<file path="src/pkg/acrc_pkg.sv">
// constants and types shared by both ends of the converter read/start link
// Function
// - start needs select low; ignored when deselected
// - running conversion cannot restart or abort
// - busy low for whole conversion, else high
// - 1.4us conversion, 160ns acquisition, 600ksps
// - power-down low holds device in shutdown
// - no conversion starts during shutdown
// - 350ns wake-up before next start
// - start on falling edge; narrow pulses accepted; code samples start on the clock, so a pulse must span a rising edge
// - select and read low: data driven continuously
// - otherwise data tri-stated until read strobe
// - tied read/start: convert, show previous result
// - new result on bus before busy rises; code loads result_q on the same edge busy rises
// - stall mode: wait busy, then raise read
// - pipelined: each read returns old, starts new
// - unipolar straight binary, bipolar two's complement
package acrc_pkg;
  localparam int unsigned CLK_MHZ         = 40;
  localparam int unsigned DATA_W          = 12;
  localparam int unsigned CONV_TIME_NS    = 1400;
  localparam int unsigned ACQ_TIME_NS     = 160;
  localparam int unsigned WAKE_TIME_NS    = 350;
  localparam int unsigned CONV_CYC        = (CONV_TIME_NS * CLK_MHZ) / 1000;
  localparam int unsigned ACQ_CYC         = (ACQ_TIME_NS * CLK_MHZ + 999) / 1000;
  localparam int unsigned WAKE_CYC        = (WAKE_TIME_NS * CLK_MHZ + 999) / 1000;
  localparam int unsigned CNT_W           = 7;
  localparam logic [11:0] RESULT_RST      = 12'h000;
  localparam logic [11:0] BIPOLAR_FLIP    = 12'h800;

  typedef logic [DATA_W-1:0] acrc_word_t;

  typedef enum logic [1:0]
  {
    ST_IDLE = 2'b00,
    ST_CONV = 2'b01,
    ST_ACQ  = 2'b11,
    ST_OFF  = 2'b10
  } acrc_dev_state_t;

  typedef enum logic [1:0]
  {
    HS_IDLE = 2'b00,
    HS_WAIT = 2'b01,
    HS_READ = 2'b11,
    HS_DONE = 2'b10
  } acrc_host_state_t;
endpackage : acrc_pkg

</file>
<file path="src/pkg/acrc_if.sv">
// pin-level link between the converter control and its processor
`timescale 1ns/10ps
`default_nettype none
interface acrc_if;
  logic                    select_n;
  logic                    read_n;
  logic                    conversion_start_n;
  logic                    power_down_n;
  logic                    busy_n;
  acrc_pkg::acrc_word_t    data_out;
  logic                    data_oe;

  modport dev
  (
    input  select_n,
    input  read_n,
    input  conversion_start_n,
    input  power_down_n,
    output busy_n,
    output data_out,
    output data_oe
  );

  modport host
  (
    output select_n,
    output read_n,
    output conversion_start_n,
    output power_down_n,
    input  busy_n,
    input  data_out,
    input  data_oe
  );
endinterface : acrc_if
`default_nettype wire

</file>
<file path="src/hw/acrc_dev.sv">
// converter end: start decode, shutdown, conversion timing and data bus
`timescale 1ns/10ps
`default_nettype none
module acrc_dev
(
  input  wire logic                 clock_i,
  input  wire logic                 resetn_i,
  input  wire logic                 enable_i,
  acrc_if.dev                       bus,
  input  wire acrc_pkg::acrc_word_t sample_i,
  input  wire logic                 bipolar_i,
  output logic                      shutdown_o,
  output logic                      done_o
);
  import acrc_pkg::*;

  acrc_dev_state_t        state_q;
  logic [CNT_W-1:0]       cnt_q;
  logic                   start_dly_q;
  logic                   pend_q;
  acrc_word_t             result_q;
  logic                   busy_n_q;
  logic                   oe_q;
  logic                   start_fall;
  logic                   conv_end;

  // edge detect keeps a held-low start from retriggering after a conversion
  assign start_fall = start_dly_q & ~bus.conversion_start_n & ~bus.select_n;
  assign conv_end   = (state_q == ST_CONV) && (cnt_q == CNT_W'(CONV_CYC - 1));

  always_ff @(posedge clock_i or negedge resetn_i)
  begin
    if (!resetn_i)
      start_dly_q <= 1'b1;
    else if (enable_i)
      start_dly_q <= bus.conversion_start_n;
  end

  // a start edge before the last acquisition cycle is held until power-down, so every later acquisition ends in another conversion
  always_ff @(posedge clock_i or negedge resetn_i)
  begin
    if (!resetn_i)
      pend_q <= 1'b0;
    else if (enable_i)
    begin
      if (!bus.power_down_n || state_q == ST_IDLE)
        pend_q <= 1'b0;
      else if (start_fall && state_q == ST_ACQ)
        pend_q <= 1'b1;
    end
  end

  always_ff @(posedge clock_i or negedge resetn_i)
  begin
    if (!resetn_i)
    begin
      state_q <= ST_IDLE;
      cnt_q   <= '0;
    end
    else if (enable_i)
    begin
      case (state_q)
        ST_IDLE:
        begin
          cnt_q <= '0;
          if (!bus.power_down_n)
            state_q <= ST_OFF;
          else if (start_fall)
            state_q <= ST_CONV;
        end
        ST_CONV:
        begin
          // further starts are not looked at until the count runs out
          cnt_q <= cnt_q + 1'b1;
          if (conv_end)
          begin
            state_q <= ST_ACQ;
            cnt_q   <= '0;
          end
        end
        ST_ACQ:
        begin
          cnt_q <= cnt_q + 1'b1;
          if (cnt_q == CNT_W'(ACQ_CYC - 1))
          begin
            cnt_q   <= '0;
            state_q <= (pend_q && bus.power_down_n) ? ST_CONV : ST_IDLE;
          end
        end
        ST_OFF:
        begin
          // starts ignored while off and through the wake-up time
          if (!bus.power_down_n)
            cnt_q <= '0;
          else if (cnt_q == CNT_W'(WAKE_CYC - 1))
            state_q <= ST_IDLE;
          else
            cnt_q <= cnt_q + 1'b1;
        end
        default:
          state_q <= ST_IDLE;
      endcase
    end
  end

  // result and busy change on the same edge so the rising busy edge samples new data
  always_ff @(posedge clock_i or negedge resetn_i)
  begin
    if (!resetn_i)
      result_q <= RESULT_RST;
    else if (enable_i && conv_end)
      result_q <= bipolar_i ? (sample_i ^ BIPOLAR_FLIP) : sample_i;
  end

  always_ff @(posedge clock_i or negedge resetn_i)
  begin
    if (!resetn_i)
      busy_n_q <= 1'b1;
    else if (enable_i)
    begin
      if (conv_end)
        busy_n_q <= 1'b1;
      else if ((state_q == ST_IDLE && bus.power_down_n && start_fall) ||
               (state_q == ST_ACQ && cnt_q == CNT_W'(ACQ_CYC - 1) && pend_q && bus.power_down_n))
        busy_n_q <= 1'b0;
    end
  end

  // one cycle of latency on the enable keeps the output a flop
  always_ff @(posedge clock_i or negedge resetn_i)
  begin
    if (!resetn_i)
      oe_q <= 1'b0;
    else if (enable_i)
      oe_q <= ~bus.select_n & ~bus.read_n;
  end

  always_ff @(posedge clock_i or negedge resetn_i)
  begin
    if (!resetn_i)
    begin
      shutdown_o <= 1'b0;
      done_o     <= 1'b0;
    end
    else if (enable_i)
    begin
      shutdown_o <= ~bus.power_down_n;
      done_o     <= conv_end;
    end
  end

  assign bus.busy_n   = busy_n_q;
  assign bus.data_out = result_q;
  assign bus.data_oe  = oe_q;
endmodule : acrc_dev
`default_nettype wire

</file>
<file path="src/flat_wrapper.sv">
// flat-port wrapper written by rule: the top's interface ports become plain ports
module acrc_dev_flat import acrc_pkg::*;
  (clock_i, resetn_i, enable_i, sample_i, bipolar_i, shutdown_o, done_o, bus_select_n, bus_read_n, bus_conversion_start_n, bus_power_down_n, bus_busy_n, bus_data_out, bus_data_oe);
  acrc_if bus_i ();
  input  wire logic clock_i;
  input  wire logic resetn_i;
  input  wire logic enable_i;
  input  wire acrc_pkg::acrc_word_t sample_i;
  input  wire logic bipolar_i;
  output logic shutdown_o;
  output logic done_o;
  input wire logic [$bits(bus_i.select_n)-1:0] bus_select_n;
  input wire logic [$bits(bus_i.read_n)-1:0] bus_read_n;
  input wire logic [$bits(bus_i.conversion_start_n)-1:0] bus_conversion_start_n;
  input wire logic [$bits(bus_i.power_down_n)-1:0] bus_power_down_n;
  output wire logic [$bits(bus_i.busy_n)-1:0] bus_busy_n;
  output wire logic [$bits(bus_i.data_out)-1:0] bus_data_out;
  output wire logic [$bits(bus_i.data_oe)-1:0] bus_data_oe;
  assign bus_i.select_n = bus_select_n;
  assign bus_i.read_n = bus_read_n;
  assign bus_i.conversion_start_n = bus_conversion_start_n;
  assign bus_i.power_down_n = bus_power_down_n;
  assign bus_busy_n = bus_i.busy_n;
  assign bus_data_out = bus_i.data_out;
  assign bus_data_oe = bus_i.data_oe;
  acrc_dev u_core (.clock_i(clock_i), .resetn_i(resetn_i), .enable_i(enable_i), .bus(bus_i), .sample_i(sample_i), .bipolar_i(bipolar_i), .shutdown_o(shutdown_o), .done_o(done_o));
endmodule
</file>
<file path="config.mk">
export PLATFORM = sky130hd
export DESIGN_NAME = acrc_dev_flat
export DESIGN_NICKNAME = d
export VERILOG_FILES = /design/src/pkg/acrc_pkg.sv /design/src/pkg/acrc_if.sv /design/src/hw/acrc_dev.sv /design/src/flat_wrapper.sv
export SDC_FILE = /design/constraint.sdc
export NUM_CORES = 1
export LEC_CHECK = 0
export ABC_AREA = 0
export BUFFER_PORTS_ARGS = -buffer_cell sky130_fd_sc_hd__buf_2
export CAP_MARGIN = 20
export CORE_ASPECT_RATIO = 0.7
export CORE_MARGIN = 5
export CORE_UTILIZATION = 45
export CTS_CLUSTER_DIAMETER = 80
export CTS_CLUSTER_SIZE = 30
export DETAILED_ROUTE_END_ITERATION = 6
export PLACE_DENSITY = 0.72
export SLEW_MARGIN = 30
export SYNTH_ARGS = -nofsm -noshare
export SYNTH_HDL_FRONTEND = slang
export SYNTH_SLANG_ARGS = --single-unit
</file>
<file path="constraint.sdc">
create_clock -name clock_i -period 1.9 [get_ports clock_i]
set_input_delay 0.19 -clock clock_i [delete_from_list [all_inputs] [get_ports clock_i]]
set_output_delay 0.19 -clock clock_i [all_outputs]
set_load 0.01 [all_outputs]
</file>
# Yosys cells after proc, flatten, opt, wreduce, memory -nomap -nowiden
# Index checks and enable logic that the tools add are counted.
[word_totals]
elab_cells = 67
out_inout_bits = 16
inputBits = 20
register_bits = 27
[classes]
bitwise = 8
n_eq_ne = 12
n_mux = 18
add_sub_neg = 1
reduce_logical = 19
[op_table]
columns = ["operator", "count"]
rows = [
  ["2-to-1 mux 7 bit", 4],
  ["one-hot mux 7 bit (4 select lines)", 1],
  ["2-to-1 mux 12 bit", 1],
  ["2-to-1 mux 2 bit", 6],
  ["logical AND 1 bit", 9],
  ["one-hot mux 2 bit (4 select lines)", 1],
  ["adder 7 x 1 -> 7 bit, second input constant", 1],
  ["equality test 7 x 3 -> 1 bit, second input constant", 1],
  ["equality test 7 x 4 -> 1 bit, second input constant", 1],
  ["equality test 7 x 6 -> 1 bit, second input constant", 1],
  ["AND reduction 2 bit", 3],
  ["AND reduction 6 bit", 1],
  ["2-to-1 mux 1 bit", 5],
  ["inverter 1 bit", 5],
  ["equality test 2 bit, second input constant", 2],
  ["inequality test 2 x 1 -> 1 bit, second input constant", 2],
  ["inequality test 2 bit, second input constant", 2],
  ["nonzero test 2 bit", 2],
  ["AND 1 bit", 3],
  ["inequality test 3 x 2 -> 1 bit, second input constant", 1],
  ["inequality test 3 bit, second input constant", 1],
  ["equality test 2 x 1 -> 1 bit, second input constant", 1],
  ["logical NOT 2 bit", 1],
  ["logical OR 1 bit", 2],
  ["logical NOT 1 bit", 1],
]

# Longest topological paths before layout
# Gate-level depths: netlist of the first run.
[logic_depth]
depth_word = 7
ltp_mapped = 7
ltp_nobuf = 6

# Least setup slack after synthesis of the first run
# Ideal clock, no wire load.
[synth_path]
path_kind = "reg2reg"
start = "register u_core.cnt_q[3]"
end = "register u_core.result_q[3], in the netlist u_core.bus.data_out[3]"
stages_incl_launch_ff = 6
synth_period_minus_slack_ns = 1.995
arrival_ns = 1.870
path_slack_ns = -0.095
setup_time_ns = 0.125
path_cell_list = "dfrtp_1 -> or3b_1 -> or4_4 -> buf_6 -> buf_12 -> mux2_4"
[synth_via]
elab_chain_len = 3
[synth_lines]
columns = ["element", "line_no", "source"]
rows = [
  ["start: declaration", "acrc_dev.sv:18", "logic [CNT_W-1:0] cnt_q;"],
  ["start signal: assignment", "acrc_dev.sv:74", "cnt_q <= cnt_q + 1'b1;"],
  ["start signal: assignment", "acrc_dev.sv:83", "cnt_q <= cnt_q + 1'b1;"],
  ["start signal: assignment", "acrc_dev.sv:98", "cnt_q <= cnt_q + 1'b1;"],
  ["equality test 7 x 6 -> 1 bit", "acrc_dev.sv:29", "assign conv_end = (state_q == ST_CONV) && (cnt_q == CNT_W'(CONV_CYC - 1));"],
  ["logical AND 1 bit", "acrc_dev.sv:29", ""],
  ["logical AND 1 bit", "acrc_dev.sv:111", "else if (enable_i && conv_end)"],
  ["end signal: assignment", "acrc_dev.sv:112", "result_q <= bipolar_i ? (sample_i ^ BIPOLAR_FLIP) : sample_i;"],
  ["end: declaration", "acrc_dev.sv:21", "acrc_word_t result_q;"],
]
# Every way passes these cells.
# A chain may end at the register's enable or synchronous reset.

# Worst setup path in the final report of the first run
[layout_path]
start = "register u_core.cnt_q[6]"
end = "register u_core.result_q[4], in the netlist u_core.bus.data_out[4]"
# The elaborated chain is that of the path after synthesis.

==> out/metrics.yaml, run 1 <==
status: "completed"
avgSynthCellArea_um2: 11.13
clk_pin_slew_worst_paths_ns: 0.10
fin_crit_ns: 1.880
ys_types: 39
core_mm2: 0.002883
clockBufferDepth: 2
grt_pass1_wl_um: 5237
slew_violations: 0
slew_headroom_pct: 59.50
grt_pass1_vias: 1123
grt_overflow_total: 0
cts_sinks: 27
area_delta_synth_final_pct: 23.74
drtPass1Iterations: 4
fill_cells: 242
place_congestion: 0.8095
vias: 1133
nets: 194
yosys.area_share.simple_pct: 16.73
drc_errors: 0
port_buffers: 35
synthAdderAreaFrac_pct: 2.698
antenna_found_initial: 0
synthCells: 125
wirelength_um: 3123
postSynth.asyncResetShare_pct: 100.0
tns_ns: 0
worst_clock_skew_ns: 0.003796
synth_compound_area_share_pct: 14.66
drv_cap: 0
ys_seq_area_share_pct: 48.74
critical_path_class: "reg -> reg"
ys_top_cells_by_area: "dfrtp_1, mux2_4, mux2_2"
diodes: 0
muxShareOfSynthArea_pct: 11.33
synth_top_cell_area_share_pct: 44.96
grt_start_max_net_pins: 28
avgViaCountPerCell: 5.500
placementRows: 16
initialDrtViolationCount: 36
setup_viol: 0
cts_inserted_buffers: 3
total_power_w: 0.001381
rsz0062_at_grt: "yes"
antenna_left: 0
die_area_mm2: 0.004322
cp-end-kind: "flop"
worstHoldPathType: "in -> reg"
synthXorXnorAreaFrac_pct: 0.6295
start_kind: "flop"
cp_max_fo: 15
synthesis.area_mm2: 0.001391
cp_data_required_time_ns: 2.06
synth_edf_count: 0
worstMarginPinSlew_ns: 0.6075
synth-main-ff-cell: "dfrtp_1"
root_buffer: "clkbuf_8"
multi_input_area_um2: 651.9
routedWlPerCell_um: 15.16
cts_tree: "yes"
synth_fp_nets: 148
p_leak_nw: 0.8518
seqCellArea_um2: 678.2
synth_top_family_by_area: "simple AND/OR/NAND/NOR gates"
synth-seq-cells: 27
finalHoldViolations: 0
critPathArrivalTime_ns: 2.04
drive_above_1_share_pct: 41.18
hpwl_um: 2372
finalCritPeriodShare_pct: 98.93
synth_top_cell_by_area: "dfrtp_1"
gr-usage-all-layers_pct: 14.61
clock_latency_ns: 0.27
ir_drop_v: 0.0005214
cts-htree-levels: 1
fp.dieW_um: 76.46
power_density_mw_per_mm2: 802.1
pin_count: 36
yosysWarnings: 0
max_freq_ghz: 0.5320
die_y_um: 56.52
start_util_pct: 48.26
## path summary, 6_finish.rpt
| kind | from | endpoint | slack [ns] | depth (start not counted) |
|---|---|---|---|---|
| max | u_core.cnt_q[6] | u_core.bus.data_out[4] | 0.02 | 3 |
| min | bus_read_n | u_core.bus.data_oe | 0.09 | 2 |
| max reg2reg | u_core.cnt_q[6] | u_core.bus.data_out[4] | 0.02 | 3 |
| min reg2reg | u_core.bus.data_out[11] | u_core.bus.data_out[11] | 0.48 | 2 |
| max in group asynchronous | resetn_i | u_core.state_q[0] | 1.05 | 2 |
| min in group asynchronous | resetn_i | u_core.shutdown_o | 0.45 | 2 |
## metal layers
metal / up-vias / wire, µm / GRT usage [%]
li1: 549 / - / -
met2: 36 / 1517 / 24.76
met3: 2 / 245 / 5.591
met4: 0 / 15 / 2.244
met1: 546 / 1344 / 18.05
met5: - / 0 / 0
## cells in the final DEF, fill, tap and decap left out, types with 2 or more instances in the layout
cell type	n
a21o_1	2
a21oi_1	7
a31oi_1	3
a41oi_1	2
buf_2	35
buf_4	12
clkbuf_8	3
dfrtp_1	25
dfstp_2	2
ha_1	2
inv_1	6
mux2_2	6
mux2_4	6
nand2_1	10
nand2b_1	3
nand3_1	2
nand3b_1	2
nand4_1	3
nor2_1	2
nor2b_1	3
nor3_1	2
o21ai_0	7
o31ai_1	5
## synth_stat cells, types with 2 or more instances
master / count
dfrtp_1: 25
nand2_1: 10
a21oi_1: 7
o21ai_0: 7
inv_1: 6
mux2_2: 6
mux2_4: 6
clkbuf_1: 5
o31ai_1: 5
a31oi_1: 3
ha_1: 3
nand2b_1: 3
nand4_1: 3
nor2b_1: 3
a21o_1: 2
a41oi_1: 2
dfstp_2: 2
nand3_1: 2
nand3b_1: 2
nor2_1: 2
nor3_1: 2
nor4bb_1: 2
## final cells by class
class / count / area share [%]
Clock buffer: 3 / 2.398
Clock inverter: 1 / 0.4360
Inverter: 6 / 1.308
Multi-Input combinational cell: 85 / 37.86
Sequential cell: 27 / 39.39
Tap cell: 36 / 2.616
Timing Repair Buffer: 48 / 15.99
## critical path: stages, from the launching register on
cell,delay (ns)
dfrtp_1,0.39
or3b_4,0.40
or4_4,0.63
mux2_4,0.35
## per-stage QoR
stage | util, % | instances | hold slack (ns) | instance area [µm²] | setup slack [ns]
global placement | 57.03 | 200 | 0.2213 | 1644 | 0.04396
detailed placement | 57.03 | 200 | 0.2364 | 1644 | -0.01903
global route | 59.72 | 206 | 0.07953 | 1722 | -0.02871
CTS | 59.42 | 206 | 0.09488 | 1713 | 0.007419
finish | 59.72 | 206 | 0.08925 | 1722 | 0.02042
floorplan | - | 125 | -0.1056 | 1391 | -0.06534
## flip-flops by register name, indices dropped and copies added, names as in the netlist
name                 count
u_core.bus.data_out     12
u_core.cnt_q             7
u_core.state_q           2
u_core.bus.busy_n        1
u_core.bus.data_oe       1
u_core.done_o            1
u_core.pend_q            1
u_core.shutdown_o        1
u_core.start_dly_q       1
## cells by family after synthesis
| family | count (synthesis) |
|---|---|
| AND/OR/NAND/NOR | 38 |
| AO/OA/AOI/OAI | 31 |
| flip-flops | 27 |
| buffers and inverters | 13 |
| multiplexers | 12 |
| adder cells (fa/ha/maj) | 3 |
| XOR/XNOR | 1 |
## power by group
group	total [W]	switching (W)	leakage (nW)	internal [W]
registers	0.000679	0.0000406	0.346	0.000638
logic	0.000368	0.000177	0.484	0.000191
clock network	0.000334	0.000186	0.0217	0.000149
## repair_timing
item,in CTS,in global routing
buffers inserted,1,0
setup endpoints to repair,2,11
pin swaps,1,0
resized for setup,1,2
endpoints found under the hold margin,25,0
hold buffers,1,0
No activity file was read; power rests on OpenSTA's default activity.
==> run 2, diff against run 1 <==
Settings changed: CORE_MARGIN 5 to default.
==> run 2 against run 1 <==
Effect of this change: global-route usage up 6.3 points; via count up 6.8%; die area is 23% lower; clock skew down 0.0014 ns; critical endpoint is now u_core.cnt_q[0]; largest cell class unchanged; largest power group unchanged.
==> out/metrics.yaml, run 2 (synthesized netlist as in run 1, its figures left out) <==
power.share.sequential_pct: 49.2
grt_pass1_vias: 1093
root_buffer: "clkbuf_8"
dp_slack_ns: 0.01000
cts_sinks: 27
rsz0062_at_grt: "yes"
drtPass1Iterations: 4
tns_ns: 0
pwr-share-clk_pct: 23.0
worst_clock_skew_ns: 0.002371
drv_cap: 0
slew_violations: 0
critPathArrivalTime_ns: 2.07
start_kind: "flop"
antenna_found_initial: 0
place_congestion: 0.9909
start_util_pct: 48.60
cp_data_required_time_ns: 2.09
dp.cells: 201
placementRows: 16
layout_commonest_cell: "buf_2"
clk_pin_slew_worst_paths_ns: 0.09
die_area_mm2: 0.003322
antenna_left: 0
port_buffers: 35
grt_overflow_total: 0
avgViaCountPerCell: 5.817
drive_above_1_share_pct: 43.60
clockBufferDepth: 2
cts_tree: "yes"
area_delta_synth_final_pct: 25.63
switching_share_pct: 29.16
gr-usage-all-layers_pct: 20.93
fin_area_mm2: 0.001748
cts_inserted_buffers: 3
crit_end: "u_core.cnt_q[0]"
initialDrtViolationCount: 86
r2r_start: "u_core.cnt_q[0]"
fp.dieW_um: 68.46
p_leak_nw: 0.8655
worstHoldPathType: "in -> reg"
critical_path_class: "reg -> reg"
vias: 1210
setup_viol: 0
finalHoldViolations: 0
drc_errors: 0
pwr-share-comb_pct: 27.8
final_cell_mix: "buf_2, dfrtp_1, buf_4"
holdWs_ns: 0.08733
cp-end-kind: "flop"
fin_crit_ns: 1.883
pin_count: 36
slew_headroom_pct: 59.64
setup.worst_path.start: "u_core.cnt_q[0]"
grt_pass1_wl_um: 5188
diodes: 0
hpwl_um: 2282
core_mm2: 0.002863
power_density_mw_per_mm2: 790.6
wirelength_um: 3313
cp_max_fo: 6
power.switching_w: 0.0004029
p_int_w: 0.0009789
ir_drop_v: 0.0005578
fin_cells: 208
status: "completed"
cts-htree-levels: 1
r2r_setup_slack_ns: 0.02
worstMarginPinSlew_ns: 0.6054
worst_slack_ns: 0.01654
grt_start_max_net_pins: 28
clock_latency_ns: 0.27
reg2regPathDepth: 7
routedWlPerCell_um: 15.93
nets: 196
worstReg2RegEnd: "u_core.cnt_q[0]"
place_area_mm2: 0.001652
die_y_um: 48.52
largest_register_ffs: 12
finalCritPeriodShare_pct: 99.13
max_freq_ghz: 0.5309
-- run 2: worst min path at each step --
stage,start,to,slack [ns],cells past startpoint
after global routing,bus_read_n,u_core.bus.data_oe,0.09,2
after detailed placement,resetn_i,u_core.cnt_q[1],0.24,1
after global placement,resetn_i,u_core.cnt_q[1],0.22,1
after floorplan,resetn_i,u_core.bus.data_oe,-0.11,0
final,bus_read_n,u_core.bus.data_oe,0.09,2
after CTS,bus_read_n,u_core.bus.data_oe,0.08,2
-- run 2: metrics by stage --
step	util, %	power, W
floorplan	-	0.0008577
global placement	57.69	0.001028
detailed placement	57.69	0.001045
CTS	59.66	0.001373
global route	61.06	0.001476
finish	61.06	0.001382
-- run 2: cell type report --
class / count / area [µm²]
sequential: 27 / 679.4
tap: 36 / 45.04
timing repair buffer: 49 / 282.8
inverter: 6 / 22.52
clock buffer: 3 / 41.29
multi-input combinational: 86 / 671.9
fill: 253 / 1115
clock inverter: 1 / 5.005
-- run 2: power groups by stage --
stage,logic (W),registers (W),clock network (W)
global placement,0.000343,0.000684,0
floorplan,0.000155,0.000703,0
detailed placement,0.000357,0.000688,0
global route,0.000420,0.000692,0.000364
finish,0.000384,0.000680,0.000318
CTS,0.000362,0.000678,0.000333
-- run 2: worst max-delay path, stage by stage, from the launching register on --
cell and delay, ns:
dfrtp_2 0.42, inv_1 0.05, ha_1 0.21, nor4bb_2 0.19, o211ai_1 0.31, nand3b_1 0.26
buf_4 0.21, o21ai_0 0.14
-- run 2: timing repair --
action	in CTS	in global routing
gates resized for setup	1	8
hold endpoints to repair	25	0
cloned	0	1
hold buffers	1	0
setup endpoints to repair	1	18
pin swaps	0	3
setup buffers	0	2
-- run 2: metal layers --
| metal | track usage, % | wire length [µm] | vias up |
|---|---|---|---|
| met3 | 7.547 | 286 | 13 |
| met4 | 6.250 | 58 | 0 |
| met1 | 29.02 | 1473 | 557 |
| met5 | 0 | 0 | - |
| met2 | 30.23 | 1494 | 79 |
| li1 | - | - | 561 |
